==> config.mk <==
export PLATFORM = sky130hd
export DESIGN_NAME = memory_load_unit
export DESIGN_NICKNAME = d
export VERILOG_FILES = /design/src/mlu_pkg.sv /design/src/memory_load_unit.sv
export SDC_FILE = /design/constraint.sdc
export NUM_CORES = 1
export LEC_CHECK = 0
export BUFFER_PORTS_ARGS = -buffer_cell sky130_fd_sc_hd__buf_4
export CORE_UTILIZATION = 50
export DETAILED_ROUTE_END_ITERATION = 16
export HOLD_SLACK_MARGIN = 0.1
export PLACE_DENSITY = 0.85
export SKIP_CTS_REPAIR_TIMING = 1
export SYNTH_ARGS = -nofsm -noshare
export SYNTH_HDL_FRONTEND = slang
export SYNTH_SLANG_ARGS = --single-unit
==> constraint.sdc <==
create_clock -name clk_sys -period 14.3 [get_ports clk_sys]
set_clock_uncertainty 0.15 [all_clocks]
set_input_delay 1.43 -clock clk_sys [delete_from_list [all_inputs] [get_ports clk_sys]]
set_output_delay 1.43 -clock clk_sys [all_outputs]
set_load 0.02 [all_outputs]
==> src/mlu_pkg.sv <==
// mlu_pkg: shared constants and carriers of the memory load unit
`default_nettype none
package mlu_pkg;
  // ************************************************************
  // instruction encodings
  // ************************************************************
  localparam logic [5:0] OPC_LOAD_DOUBLE_RIGHT_PART = 6'h1B;
  localparam logic [5:0] OPC_SIGNED_HALF_LOAD = 6'h21;
  localparam logic [5:0] OPC_UNSIGNED_HALF_LOAD = 6'h25;
  localparam logic [5:0] OPC_LINKED_WORD_LOAD = 6'h30;
  localparam logic [5:0] OPC_LINKED_DOUBLE_LOAD = 6'h34;
  localparam logic [5:0] OPC_FP_EXTENDED_OPCODE_GROUP = 6'h13;
  localparam logic [5:0] FN_INDEXED_FP_DOUBLE_LOAD = 6'h01;
  localparam int OPC_MSB = 31;
  localparam int OPC_LSB = 26;
  localparam int TARGET_REGISTER_FIELD_MSB = 20;
  localparam int TARGET_REGISTER_FIELD_LSB = 16;
  localparam int FP_DESTINATION_FIELD_MSB = 10;
  localparam int FP_DESTINATION_FIELD_LSB = 6;
  localparam int OFFSET_MSB = 15;

  // ************************************************************
  // internal operation kinds
  // ************************************************************
  localparam logic [2:0] OPK_NONE = 3'h0;
  localparam logic [2:0] OPK_RIGHT = 3'h1;
  localparam logic [2:0] OPK_HALF_S = 3'h2;
  localparam logic [2:0] OPK_HALF_U = 3'h3;
  localparam logic [2:0] OPK_LLW = 3'h4;
  localparam logic [2:0] OPK_LDBL = 3'h5;
  localparam logic [2:0] OPK_FPX = 3'h6;

  // ************************************************************
  // exception codes and access sizes
  // ************************************************************
  localparam logic [2:0] EXC_NONE = 3'h0;
  localparam logic [2:0] EXC_ADDR = 3'h1;
  localparam logic [2:0] EXC_RESV = 3'h2;
  localparam logic [2:0] EXC_COPU = 3'h3;
  localparam logic [2:0] EXC_TLB_REFILL = 3'h4;
  localparam logic [2:0] EXC_TLB_INVALID = 3'h5;
  localparam logic [2:0] EXC_WATCH = 3'h6;
  localparam logic [2:0] EXC_BUS = 3'h7;
  localparam logic [1:0] SZ_PARTIAL = 2'h0;
  localparam logic [1:0] SZ_HALF = 2'h1;
  localparam logic [1:0] SZ_WORD = 2'h2;
  localparam logic [1:0] SZ_DOUBLE = 2'h3;

  // ************************************************************
  // register map
  // ************************************************************
  localparam logic [7:0] OFS_CTRL = 8'h00;
  localparam logic [7:0] OFS_STATUS = 8'h04;
  localparam logic [7:0] OFS_LINK_CLEAR = 8'h08;
  localparam logic [7:0] OFS_BAD_ADDR_LO = 8'h0C;
  localparam logic [7:0] OFS_BAD_ADDR_HI = 8'h10;
  localparam logic [7:0] OFS_LINK_ADDR_LO = 8'h14;
  localparam logic [7:0] OFS_LINK_ADDR_HI = 8'h18;
  localparam int CTRL_MEM_BE_BIT = 0;
  localparam int CTRL_CPU_BE_BIT = 1;
  localparam int CTRL_REV_BIT = 2;
  localparam int CTRL_FP_EN_BIT = 3;
  localparam logic [3:0] CTRL_RESET = 4'h0;
  localparam int ST_LINK_BIT = 0;
  localparam int ST_BUSY_BIT = 1;
  localparam int ST_EXC_LSB = 4;

  // ************************************************************
  // carriers
  // ************************************************************
  typedef struct packed {
    logic valid;
    logic [63:0] addr;
    logic [1:0] size;
  } mlu_memreq_t;
  typedef struct packed {
    logic valid;
    logic [63:0] data;
    logic tlbRefill;
    logic tlbInvalid;
    logic watch;
    logic busErr;
  } mlu_memrsp_t;
  typedef struct packed {
    logic valid;
    logic toFp;
    logic [4:0] regIdx;
    logic [63:0] data;
  } mlu_wb_t;
  typedef enum logic [1:0] {
    ST_IDLE = 2'b01,
    ST_WAIT = 2'b10
  } mlu_state_t;
endpackage
`default_nettype wire

==> src/memory_load_unit.sv <==
// memory_load_unit: load execution, alignment checks, lane select and link flag
`timescale 1ns/10ps
`default_nettype none
module memory_load_unit #(
  parameter int APB_AW = 8
) (
  input wire logic clk_sys,
  input wire logic reset,
  input wire logic issueValid,
  input wire logic [31:0] issueInstr,
  input wire logic [63:0] baseVal,
  input wire logic [63:0] indexVal,
  input wire logic [63:0] targetVal,
  output logic issueReady,
  output mlu_pkg::mlu_memreq_t memReq,
  input wire mlu_pkg::mlu_memrsp_t memRsp,
  output mlu_pkg::mlu_wb_t wbOut,
  output logic excValid,
  output logic [2:0] excCode,
  output logic linkFlag,
  input wire logic psel,
  input wire logic penable,
  input wire logic pwrite,
  input wire logic [APB_AW-1:0] paddr,
  input wire logic [31:0] pwdata,
  output logic [31:0] prdata,
  output logic pready,
  output logic pslverr
);
  // ************************************************************
  // functions
  // ************************************************************
  // lane flip mask per kind, used for both the physical and lane xor
  function automatic logic [2:0] laneFlip(input logic [2:0] kind, input logic flag);
    logic [2:0] m;
    m = 3'h0;
    if (kind == mlu_pkg::OPK_RIGHT) begin
      m = {3{flag}};
    end else if (kind == mlu_pkg::OPK_HALF_S || kind == mlu_pkg::OPK_HALF_U) begin
      m = {flag, flag, 1'b0};
    end else if (kind == mlu_pkg::OPK_LLW) begin
      m = {flag, 2'b00};
    end
    return m;
  endfunction

  // ************************************************************
  // state
  // ************************************************************
  mlu_pkg::mlu_state_t stateReg, stateNext;
  logic [3:0] ctrlReg;
  logic [2:0] kindReg, byteReg;
  logic [63:0] targetReg, badAddrReg, linkAddrReg, vaReg;
  logic [4:0] destReg;
  logic linkNext;

  // ************************************************************
  // decode of the issued instruction
  // ************************************************************
  wire [5:0] opField = issueInstr[mlu_pkg::OPC_MSB:mlu_pkg::OPC_LSB];
  wire [5:0] fnField = issueInstr[5:0];
  wire isFpx = (opField == mlu_pkg::OPC_FP_EXTENDED_OPCODE_GROUP) &&
               (fnField == mlu_pkg::FN_INDEXED_FP_DOUBLE_LOAD);
  wire [2:0] kindDec =
    (opField == mlu_pkg::OPC_LOAD_DOUBLE_RIGHT_PART) ? mlu_pkg::OPK_RIGHT :
    (opField == mlu_pkg::OPC_SIGNED_HALF_LOAD) ? mlu_pkg::OPK_HALF_S :
    (opField == mlu_pkg::OPC_UNSIGNED_HALF_LOAD) ? mlu_pkg::OPK_HALF_U :
    (opField == mlu_pkg::OPC_LINKED_WORD_LOAD) ? mlu_pkg::OPK_LLW :
    (opField == mlu_pkg::OPC_LINKED_DOUBLE_LOAD) ? mlu_pkg::OPK_LDBL :
    isFpx ? mlu_pkg::OPK_FPX : mlu_pkg::OPK_NONE;
  wire memBe = ctrlReg[mlu_pkg::CTRL_MEM_BE_BIT];
  wire cpuBe = ctrlReg[mlu_pkg::CTRL_CPU_BE_BIT];
  wire revEnd = ctrlReg[mlu_pkg::CTRL_REV_BIT];
  wire fpEn = ctrlReg[mlu_pkg::CTRL_FP_EN_BIT];

  // effective address
  wire [63:0] offsetExt = {{48{issueInstr[mlu_pkg::OFFSET_MSB]}}, issueInstr[15:0]};
  wire [63:0] fpxSum = baseVal + indexVal;
  wire [63:0] offSum = baseVal + offsetExt;
  wire [63:0] vaNext = isFpx ? fpxSum : offSum;

  // alignment: doubles need three clear bits, words two, halves one
  // fp double and linked double alignment
  wire misDouble = (vaNext[2:0] != 3'h0);
  wire misAlign =
    ((kindDec == mlu_pkg::OPK_FPX || kindDec == mlu_pkg::OPK_LDBL) && misDouble) ||
    (kindDec == mlu_pkg::OPK_LLW && vaNext[1:0] != 2'h0) ||
    ((kindDec == mlu_pkg::OPK_HALF_S || kindDec == mlu_pkg::OPK_HALF_U) && vaNext[0]);
  wire [2:0] decExc =
    (kindDec == mlu_pkg::OPK_NONE) ? mlu_pkg::EXC_RESV :
    (isFpx && !fpEn) ? mlu_pkg::EXC_COPU :
    misAlign ? mlu_pkg::EXC_ADDR : mlu_pkg::EXC_NONE;

  // physical low bits and lane select
  // reverse-endian flip
  wire [2:0] pFlip = vaNext[2:0] ^ laneFlip(kindDec, revEnd);
  wire [2:0] pLow = (kindDec == mlu_pkg::OPK_RIGHT && memBe) ? 3'h0 : pFlip;
  wire [2:0] byteNext = vaNext[2:0] ^ laneFlip(kindDec, cpuBe);
  wire [1:0] sizeNext =
    (kindDec == mlu_pkg::OPK_RIGHT) ? mlu_pkg::SZ_PARTIAL :
    (kindDec == mlu_pkg::OPK_HALF_S || kindDec == mlu_pkg::OPK_HALF_U) ? mlu_pkg::SZ_HALF :
    (kindDec == mlu_pkg::OPK_LLW) ? mlu_pkg::SZ_WORD : mlu_pkg::SZ_DOUBLE;
  wire [4:0] destNext = isFpx ?
    issueInstr[mlu_pkg::FP_DESTINATION_FIELD_MSB:mlu_pkg::FP_DESTINATION_FIELD_LSB] :
    issueInstr[mlu_pkg::TARGET_REGISTER_FIELD_MSB:mlu_pkg::TARGET_REGISTER_FIELD_LSB];
  wire accept = (stateReg == mlu_pkg::ST_IDLE) && issueValid;
  wire acceptOk = accept && (decExc == mlu_pkg::EXC_NONE);
  wire acceptBad = accept && (decExc != mlu_pkg::EXC_NONE);

  // ************************************************************
  // response shaping
  // ************************************************************
  wire rspDone = (stateReg == mlu_pkg::ST_WAIT) && memRsp.valid;
  wire [2:0] rspExc =
    memRsp.tlbRefill ? mlu_pkg::EXC_TLB_REFILL :
    memRsp.tlbInvalid ? mlu_pkg::EXC_TLB_INVALID :
    memRsp.watch ? mlu_pkg::EXC_WATCH :
    memRsp.busErr ? mlu_pkg::EXC_BUS : mlu_pkg::EXC_NONE;
  wire rspOk = rspDone && (rspExc == mlu_pkg::EXC_NONE);
  wire [5:0] shAmt = {byteReg, 3'b000};
  wire [63:0] memShift = memRsp.data >> shAmt;
  // keep upper 8*byte bits of the target
  wire [63:0] keepMask = ~(64'hFFFF_FFFF_FFFF_FFFF >> shAmt);
  wire [63:0] rightData = (targetReg & keepMask) | memShift;
  wire [63:0] halfSData = {{48{memShift[15]}}, memShift[15:0]};
  wire [63:0] halfUData = {48'h0, memShift[15:0]};
  wire [63:0] llwData = {{32{memShift[31]}}, memShift[31:0]};
  wire [63:0] resData =
    (kindReg == mlu_pkg::OPK_RIGHT) ? rightData :
    (kindReg == mlu_pkg::OPK_HALF_S) ? halfSData :
    (kindReg == mlu_pkg::OPK_HALF_U) ? halfUData :
    (kindReg == mlu_pkg::OPK_LLW) ? llwData : memRsp.data;
  // both linked loads set the flag
  wire linkSet = rspOk && (kindReg == mlu_pkg::OPK_LLW || kindReg == mlu_pkg::OPK_LDBL);

  // ************************************************************
  // apb decode
  // ************************************************************
  wire apbSetup = psel && !penable;
  wire apbAccess = psel && penable && pready;
  wire [7:0] regOfs = 8'(paddr);
  wire hitCtrl = (regOfs == mlu_pkg::OFS_CTRL);
  wire hitClr = (regOfs == mlu_pkg::OFS_LINK_CLEAR);
  wire wrCtrl = apbAccess && pwrite && hitCtrl;
  wire linkClr = apbAccess && pwrite && hitClr && pwdata[0];
  wire [31:0] statusWord = {25'h0, excCode, 2'b00, (stateReg == mlu_pkg::ST_WAIT), linkFlag};
  wire mapped = hitCtrl || hitClr || (regOfs == mlu_pkg::OFS_STATUS) ||
                (regOfs == mlu_pkg::OFS_BAD_ADDR_LO) || (regOfs == mlu_pkg::OFS_BAD_ADDR_HI) ||
                (regOfs == mlu_pkg::OFS_LINK_ADDR_LO) || (regOfs == mlu_pkg::OFS_LINK_ADDR_HI);
  wire roWrite = pwrite && mapped && !hitCtrl && !hitClr;
  wire [31:0] rdMux =
    hitCtrl ? {28'h0, ctrlReg} :
    (regOfs == mlu_pkg::OFS_STATUS) ? statusWord :
    (regOfs == mlu_pkg::OFS_BAD_ADDR_LO) ? badAddrReg[31:0] :
    (regOfs == mlu_pkg::OFS_BAD_ADDR_HI) ? badAddrReg[63:32] :
    (regOfs == mlu_pkg::OFS_LINK_ADDR_LO) ? linkAddrReg[31:0] :
    (regOfs == mlu_pkg::OFS_LINK_ADDR_HI) ? linkAddrReg[63:32] : 32'h0;

  // ************************************************************
  // control sequence
  // ************************************************************
  // next state: a bad decode stays idle, a good one waits for memory
  always_comb begin
    stateNext = stateReg;
    unique case (stateReg)
      mlu_pkg::ST_IDLE: begin
        if (acceptOk) begin
          stateNext = mlu_pkg::ST_WAIT;
        end
      end
      mlu_pkg::ST_WAIT: begin
        if (memRsp.valid) begin
          stateNext = mlu_pkg::ST_IDLE;
        end
      end
      default: stateNext = mlu_pkg::ST_IDLE;
    endcase
  end

  // state and ready; ready drops the cycle after a good accept
  always_ff @(posedge clk_sys or posedge reset) begin
    if (reset) begin
      stateReg <= mlu_pkg::ST_IDLE;
      issueReady <= 1'b0;
    end else begin
      stateReg <= stateNext;
      issueReady <= (stateNext == mlu_pkg::ST_IDLE);
    end
  end

  // captured operands of the load in flight
  always_ff @(posedge clk_sys or posedge reset) begin
    if (reset) begin
      kindReg <= mlu_pkg::OPK_NONE;
      byteReg <= 3'h0;
      targetReg <= 64'h0;
      destReg <= 5'h0;
      vaReg <= 64'h0;
    end else if (acceptOk) begin
      kindReg <= kindDec;
      byteReg <= byteNext;
      targetReg <= targetVal;
      destReg <= destNext;
      vaReg <= vaNext;
    end
  end

  // memory request held until the response arrives
  always_ff @(posedge clk_sys or posedge reset) begin
    if (reset) begin
      memReq <= '0;
    end else if (acceptOk) begin
      memReq <= '{valid: 1'b1, addr: {vaNext[63:3], pLow}, size: sizeNext};
    end else if (rspDone) begin
      memReq.valid <= 1'b0;
    end
  end

  // write back only on a clean response
  always_ff @(posedge clk_sys or posedge reset) begin
    if (reset) begin
      wbOut <= '0;
    end else begin
      wbOut <= '{valid: rspOk, toFp: (kindReg == mlu_pkg::OPK_FPX),
                 regIdx: destReg, data: resData};
    end
  end

  // exception pulse; code and faulting address stay for software
  always_ff @(posedge clk_sys or posedge reset) begin
    if (reset) begin
      excValid <= 1'b0;
      excCode <= mlu_pkg::EXC_NONE;
      badAddrReg <= 64'h0;
    end else begin
      excValid <= acceptBad || (rspDone && !rspOk);
      if (acceptBad) begin
        excCode <= decExc;
        badAddrReg <= vaNext;
      end else if (rspDone && !rspOk) begin
        excCode <= rspExc;
        badAddrReg <= vaReg;
      end
    end
  end

  // one sequence, newest replaces the old
  // no outward action on a linked load
  // flag may stay set indefinitely
  // set wins over a software clear in the same cycle
  assign linkNext = linkSet ? 1'b1 : (linkClr ? 1'b0 : linkFlag);
  always_ff @(posedge clk_sys or posedge reset) begin
    if (reset) begin
      linkFlag <= 1'b0;
      linkAddrReg <= 64'h0;
    end else begin
      linkFlag <= linkNext;
      if (linkSet) begin
        linkAddrReg <= vaReg;
      end
    end
  end

  // apb: one wait-free access, answers registered in setup
  always_ff @(posedge clk_sys or posedge reset) begin
    if (reset) begin
      pready <= 1'b0;
      pslverr <= 1'b0;
      prdata <= 32'h0;
    end else begin
      pready <= apbSetup;
      pslverr <= apbSetup && (!mapped || roWrite);
      prdata <= (apbSetup && !pwrite) ? rdMux : 32'h0;
    end
  end

  // control register: endian flags and fp enable
  always_ff @(posedge clk_sys or posedge reset) begin
    if (reset) begin
      ctrlReg <= mlu_pkg::CTRL_RESET;
    end else if (wrCtrl) begin
      ctrlReg <= pwdata[3:0];
    end
  end
endmodule
`default_nettype wire

==> results of run 1 <==
-- layer usage --
metal | vias to the layer above | routed length, microns | global-route usage (%)
li1 | 9460 | - | -
met5 | - | 0 | 0
met4 | 0 | 3360 | 13.0
met2 | 1138 | 40200 | 59.0
met3 | 164 | 6820 | 5.39
met1 | 10400 | 34000 | 48.3
-- cells in the mapped netlist, types with 12 or more instances --
cell type    n
nand2_1    536
nor2b_1     44
xnor2_1     36
a21o_1      28
a221oi_1    19
nand2b_1    12
buf_1       20
buf_2       37
clkbuf_1   102
a211oi_1    63
mux2i_1    101
o21ai_0    163
o31ai_1     14
xor2_1      27
a21oi_1    196
a31oi_1     16
mux2_2     121
buf_4       65
nand4_1     18
nor3_1      26
a22oi_1     55
and2_1      20
o21bai_1    14
nor2_1     112
o211ai_1    12
inv_1       34
ha_1        65
dfrtp_1    381
-- cell families after synthesis --
kind of cell,count (synthesis)
DFF,382
and+or+nand+nor,830
buffers and inverters,259
AOI/OAI and AO/OA,680
adders and majority gates,66
muxes,228
xor gates and xnor gates,63
-- worst paths after layout --
path | to | depth (start not counted)
min reg2reg | wbOut[67]$_DFF_PP0_ | 0
max | vaReg[63]$_DFFE_PP0P_ | 16
max reg2reg | wbOut[56]$_DFF_PP0_ | 10
min | wbOut[67]$_DFF_PP0_ | 0
min in group asynchronous | issueReady$_DFF_PP0_ | 2
max in group asynchronous | badAddrReg[57]$_DFFE_PP0P_ | 4
-- sequential cells by signal, summed over array words and instances, names as in the netlist --
register     flops
wbOut           71
badAddrReg      64
linkAddrReg     64
vaReg           64
targetReg       56
prdata          32
memReq           6
destReg          5
ctrlReg          4
byteReg          3
excCode          3
kindReg          3
stateReg         2
excValid         1
issueReady       1
linkFlag         1
pready           1
pslverr          1
-- final cells by class --
| type | instances | share of cell area [%] |
|---|---|---|
| Multi-Input combinational cell | 1867 | 43.4 |
| Sequential cell | 382 | 34.8 |
| Timing Repair Buffer | 499 | 13.7 |
| Clock buffer | 53 | 4.01 |
| Tap cell | 592 | 2.70 |
| Clock inverter | 17 | 0.884 |
| Inverter | 34 | 0.492 |
| Antenna cell | 3 | 0.0273 |
-- where the power goes --
| part | internal (mW) | switching (mW) | leakage (nW) |
|---|---|---|---|
| combinational | 0.792 | 1.25 | 7.34 |
| sequential | 1.46 | 0.269 | 4.89 |
| clock | 0.635 | 0.443 | 0.657 |
| total | 2.89 | 1.96 | 12.9 |
-- through the flow --
| step | hold slack (ps) | area (sq um) |
|---|---|---|
| after floorplan | 204 | 22700 |
| after global placement | 210 | 26100 |
| after detailed placement | 210 | 26100 |
| after CTS | 232 | 27400 |
| after global routing | 241 | 27500 |
| final | 230 | 27500 |
==> reports/qor.csv, run 1 <==
metric,value,unit
crit_buf_inv,4,
tns,0,ps
cp.required,14630,ps
drv_slew,0,
ys_ff_latch,382,
syn_area,0.0227,sq mm
numCtsBuffers,39,
synth_xor_area_share,2.43,%
synth-adder-area-share,3.67,%
p_leak,12.9,nW
worstPathArrival,7210,ps
grt_pass1_vias,20600,
post_synth.cell_area_avg,9.05,sq um
final_cells,3447,
fin_total_pwr,4.84,mW
r2r-start,byteReg[0]$_DFFE_PP0P_,
ys_types,84,
vias_per_cell,6.13,
synth-async-reset-ratio,100,%
first_pass_iters,6,
crit_family,simple AND/OR/NAND/NOR gates,
outcome,finished clean,
grt_pass1_wl,128,mm
period_needed,6880,ps
num_vias,21100,
finalHoldViolCount,0,
drive_gt1_share,25.6,%
rsz0062_at_grt,false,
regArea,0.00956,sq mm
core,0.0445,sq mm
layout.nets,3228,
htreeDepth,2,
critPathMaxStageDelay,730,ps
min_period_over_period,48.1,%
end_kind,flop,
clockBufferDepth,3,
criticalPathCategory,in -> reg,
place_hpwl,63.3,mm
post-route-worst-setup-slack,7420,ps
hold_start,destReg[3]$_DFFE_PP0P_,
antenna_found_initial,3,
cts_root_buffer,clkbuf_16,
yosys.area.top_type,dfrtp_1,
multiInputGateArea,0.0119,sq mm
holdCritPathClass,reg -> reg,
overflow,0,
fp.dieArea,0.0462,sq mm
utilization,61.7,%
layout_common_cells,"nand2_1, buf_4, dfrtp_1, a21oi_1, o21ai_0",
path_cells,"buf_4, or4_1, nor4_4, buf_4, a21boi_0, ha_1, fa_1, xnor2_1, nand2_1, o21ai_0, mux2_2, nand3_4, buf_4, buf_4, or4_1, nand3_1",
placed_cells,3374,
slew_headroom,17.8,%
worstSkewPairLatency,550,ps
worst_path_most_repeated_cell,buf_4,
grt_use_total,36.0,%
synth_top_area_share,42.0,%
num_rows,77,
ys_seq_area_share,42.1,%
setup_viol,0,
yosys.area_share.simple,15.9,%
synth.net_count,2913,
clk_pin_slew_worst_paths,60,ps
grt_max_degree,183,
io_pins,517,
initial_utilization,51.0,%
cts_tree,done,
pre_cts_slack,6910,ps
ant_nets,0,
syn_inst,2508,
cp-start-kind,input pin,
synthFlopType,dfrtp_1,
cp_max_fo,77,
drtIter0Drc,2263,
p_per_area,176,mW/mm^2
ys_warn_count,0,
gp_congestion,0.975,
area_growth,21.0,%
synth.area.mux_share,11.1,%
fp.dieW,215,microns
ir_worst_vdd,0.000119,V
tightest_slew,1230,ps
synth_edf_count,0,
wl_per_cell,24.5,microns
port-buffer-count,475,
cap_violations,0,
max_freq,0.145,GHz
drt-total-wl,84.4,mm
cp_slowest_cell,xnor2_1,
fillers,3677,
r2r_setup_slack,10080,ps
synth_top_family_by_area,compound AO/OA/AOI/OAI gates,
synth_area_leaders,"dfrtp_1, nand2_1, mux2_2",
remaining_drc_errors,0,
fp.dieH,215,microns
mostFrequentLayoutCell,nand2_1,
cts.sinks,382,
crit_start,issueInstr[29],
synth_compound_area_share,19.2,%
Note: power is estimated with default switching activity, not from simulation.
==> run 2, diff against run 1 <==
--- a/config.mk
+++ b/config.mk
@@ -5,11 +5,12 @@
 export SDC_FILE = /design/constraint.sdc
 export NUM_CORES = 1
 export LEC_CHECK = 0
+export ABC_AREA = 1
 export BUFFER_PORTS_ARGS = -buffer_cell sky130_fd_sc_hd__buf_4
 export CORE_UTILIZATION = 50
 export DETAILED_ROUTE_END_ITERATION = 16
 export HOLD_SLACK_MARGIN = 0.1
-export PLACE_DENSITY = 0.85
+export PLACE_DENSITY = 0.87
 export SKIP_CTS_REPAIR_TIMING = 1
 export SYNTH_ARGS = -nofsm -noshare
 export SYNTH_HDL_FRONTEND = slang
==> constraint.sdc (replaced) <==
create_clock -name clk_sys -period 5.9 [get_ports clk_sys]
set_clock_uncertainty 0.15 [all_clocks]
set_input_delay 0.59 -clock clk_sys [delete_from_list [all_inputs] [get_ports clk_sys]]
set_output_delay 0.59 -clock clk_sys [all_outputs]
set_load 0.02 [all_outputs]
==> reports/qor.csv, run 2 <==
metric,value,unit,change
numCtsBuffers,39,,unchanged
path_cells,"buf_4, nor2_2, nand2_1, nor2_4, nand2_1, nor2_1, nor2_1, ha_1, fa_1, xor2_1, nor2_1, nor2_1, nor2_1, nand3_1, nand2_2, buf_4, o21ai_0, o21ai_0, nand2_1",,
synth_edf_count,0,,unchanged
yosys.area.top_type,dfrtp_1,,
cts_root_buffer,clkbuf_16,,
wl_per_cell,20.2,microns,-17%
drt-total-wl,97.8,mm,+16%
cts.sinks,382,,unchanged
num_rows,81,,+5.2%
tns,0,ps,unchanged
clockBufferDepth,3,,unchanged
ant_nets,0,,unchanged
initial_utilization,51.1,%,+0.083 points
grt_pass1_vias,24800,,+20%
multiInputGateArea,0.0123,sq mm,+3.5%
min_period_over_period,76.4,%,
largest_register_ff_count,71,,unchanged
cts_tree,done,,
ir_worst_vdd,0.000197,V,+65%
p_leak,16.7,nW,+30%
setup_viol,0,,unchanged
ys_warn_count,0,,unchanged
yosysMostFrequentCell,nand2_1,,
regMostFlops,wbOut,,
antenna_found_initial,4,,+1
highest_layer,met5,,
ys_ff_latch,382,,unchanged
io_pins,517,,unchanged
first_pass_iters,9,,+3
synth_area_leaders,"dfrtp_1, nand2_1, inv_1",,
rsz0062_at_grt,false,,
area_growth,19.9,%,
clk_pin_slew_worst_paths,70,ps,about the same
drv_slew,0,,unchanged
cp-start-kind,input pin,,
crit_start,issueInstr[28],,
syn_area,0.0252,sq mm,+11%
cap_violations,0,,unchanged
syn_inst,3795,,+51%
criticalPathCategory,in -> reg,,
drtIter0Drc,3067,,+36%
drive_gt1_share,14.6,%,-11 points
ys_seq_area_share,38.0,%,-4.1 points
r2r-start,byteReg[1]$_DFFE_PP0P_,,
rr_worst_depth,11,,+1
p_per_area,408,mW/mm^2,+130%
holdCritPathClass,in -> reg,,
worst_path_most_repeated_cell,nor2_1,,
layout.nets,4545,,+41%
synth_top_area_share,37.9,%,-4.1 points
fp.dieW,226,microns,+5.2%
num_vias,26700,,+26%
tightest_slew,1280,ps,+43.6 ps
slew_headroom,14.6,%,-3.1 points
worstSkewPairLatency,560,ps,about the same
core,0.0493,sq mm,+11%
synth.net_count,4200,,+44%
fillers,4526,,+23%
post_synth.cell_area_avg,6.63,sq um,-27%
mostFrequentLayoutCell,nand2_1,,
r2r_end,wbOut[41]$_DFF_PP0_,,
ys_types,51,,-39%
overflow,0,,unchanged
port-buffer-count,475,,unchanged
finalHoldViolCount,0,,unchanged
fp.dieArea,0.0512,sq mm,+11%
met2_length,42.8,mm,+6.5%
fin_total_pwr,12.3,mW,+150%
route.met3.wl,11.6,mm,+70%
place_hpwl,75.1,mm,+19%
outcome,finished clean,,
max_freq,0.222,GHz,
synthFlopType,dfrtp_1,,
layout_common_cells,"nand2_1, inv_1, buf_4, dfrtp_1, o21ai_0",,
worstPathArrival,4770,ps,-2440 ps
synth-async-reset-ratio,100,%,unchanged
cp_slowest_cell,buf_4,,
remaining_drc_errors,0,,unchanged
cp.required,6170,ps,-8460 ps
cp_max_fo,92,,+19%
grt_max_degree,171,,-6.6%
met1Wirelength,37.9,mm,+11%
period_needed,4510,ps,
vias_per_cell,5.52,,-9.9%
synth_common_cells,"nand2_1, inv_1, dfrtp_1",,
gp_congestion,1.04,,+6.8%
end_kind,flop,,
critPathMaxStageDelay,720,ps,about the same
grt_use_total,37.6,%,+1.7 points
regArea,0.00956,sq mm,about the same
grt_pass1_wl,145,mm,+13%
r2r_setup_slack,2000,ps,-8080 ps
worstSetupEndpoint,badAddrReg[22]$_DFFE_PP0P_,,
htreeDepth,2,,unchanged
fp.dieH,226,microns,+5.2%
-- run 2: cell count changes in the layout (fill, tap and decap cells not counted), moves of 50 or more --
cell,delta
nand2_1,+784
inv_1,+528
o21ai_0,+201
nand3_1,+157
nor2_1,+126
mux2_2,-115
mux2i_1,-101
o21ai_1,+56
a211oi_1,-50
-- run 2: area by class of cell --
class                   count  area share, %
diodes                      5         0.0415
clock buffers              59           4.06
clock inverters            10          0.440
inverters                 573           7.15
multi-input cells        2632           40.9
flip-flops and latches    382           31.7
well taps                 664           2.76
repair buffers            512           13.0
-- run 2: cell families (layout without fill, tap and decap cells) --
logic type	count (synthesis)	count (layout)	share of synthesized area [%]
and+or+nand+nor	1808	1808	28.7
buffers and inverters	781	1154	13.1
AOI/OAI and AO/OA	717	717	15.3
DFF	382	382	38.0
adders and majority gates	66	66	3.31
xor gates and xnor gates	35	35	1.22
muxes	6	6	0.269
other	0	5	0
-- run 2: how the worst min path moves through the flow --
| stage | start | slack (ps) | cells past startpoint | endpoint |
|---|---|---|---|---|
| floorplan | destReg[0]$_DFFE_PP0P_ | 200 | 0 | wbOut[64]$_DFF_PP0_ |
| global placement | destReg[3]$_DFFE_PP0P_ | 220 | 0 | wbOut[67]$_DFF_PP0_ |
| detailed placement | destReg[3]$_DFFE_PP0P_ | 210 | 0 | wbOut[67]$_DFF_PP0_ |
| CTS | reset | 2 | 2 | badAddrReg[9]$_DFFE_PP0P_ |
| global route | targetVal[31] | 110 | 3 | targetReg[31]$_DFFE_PP0P_ |
| finish | targetVal[33] | 80 | 3 | targetReg[33]$_DFFE_PP0P_ |
-- run 2: power breakdown --
part	total (mW)	switching, mW	internal [mW]
Combinational	5.49	3.65	1.84
Sequential	4.20	0.619	3.59
Clock	2.61	1.05	1.56
-- run 2: metrics by stage --
step           util, %  setup WS [ps]  std cells  area (sq um)  hold WS (ps)
3_3_place_gp      58.3           1030       4754         28700           216
4_1_cts           61.0           1510       4823         30100          2.41
6_report          61.2           1390       4837         30200          76.4
3_5_place_dp      58.3            975       4754         28700           210
2_1_floorplan        -           26.8       3795         25200           204
5_1_grt           61.2            990       4834         30100           106
-- run 2: routing by layer --
metal	vias up	GRT usage, %
li1	12600	-
met1	12400	48.4
met2	1489	57.3
met3	294	11.2
met4	2	19.2
met5	-	0
-- run 2: critical path, delay by kind of cell --
kind	cells	cell delay, ps
AO/OA/AOI/OAI	2	450
XOR/XNOR	1	320
adder cells (fa/ha/maj)	2	870
AND/OR/NAND/NOR	12	1630
buffers and inverters	2	850
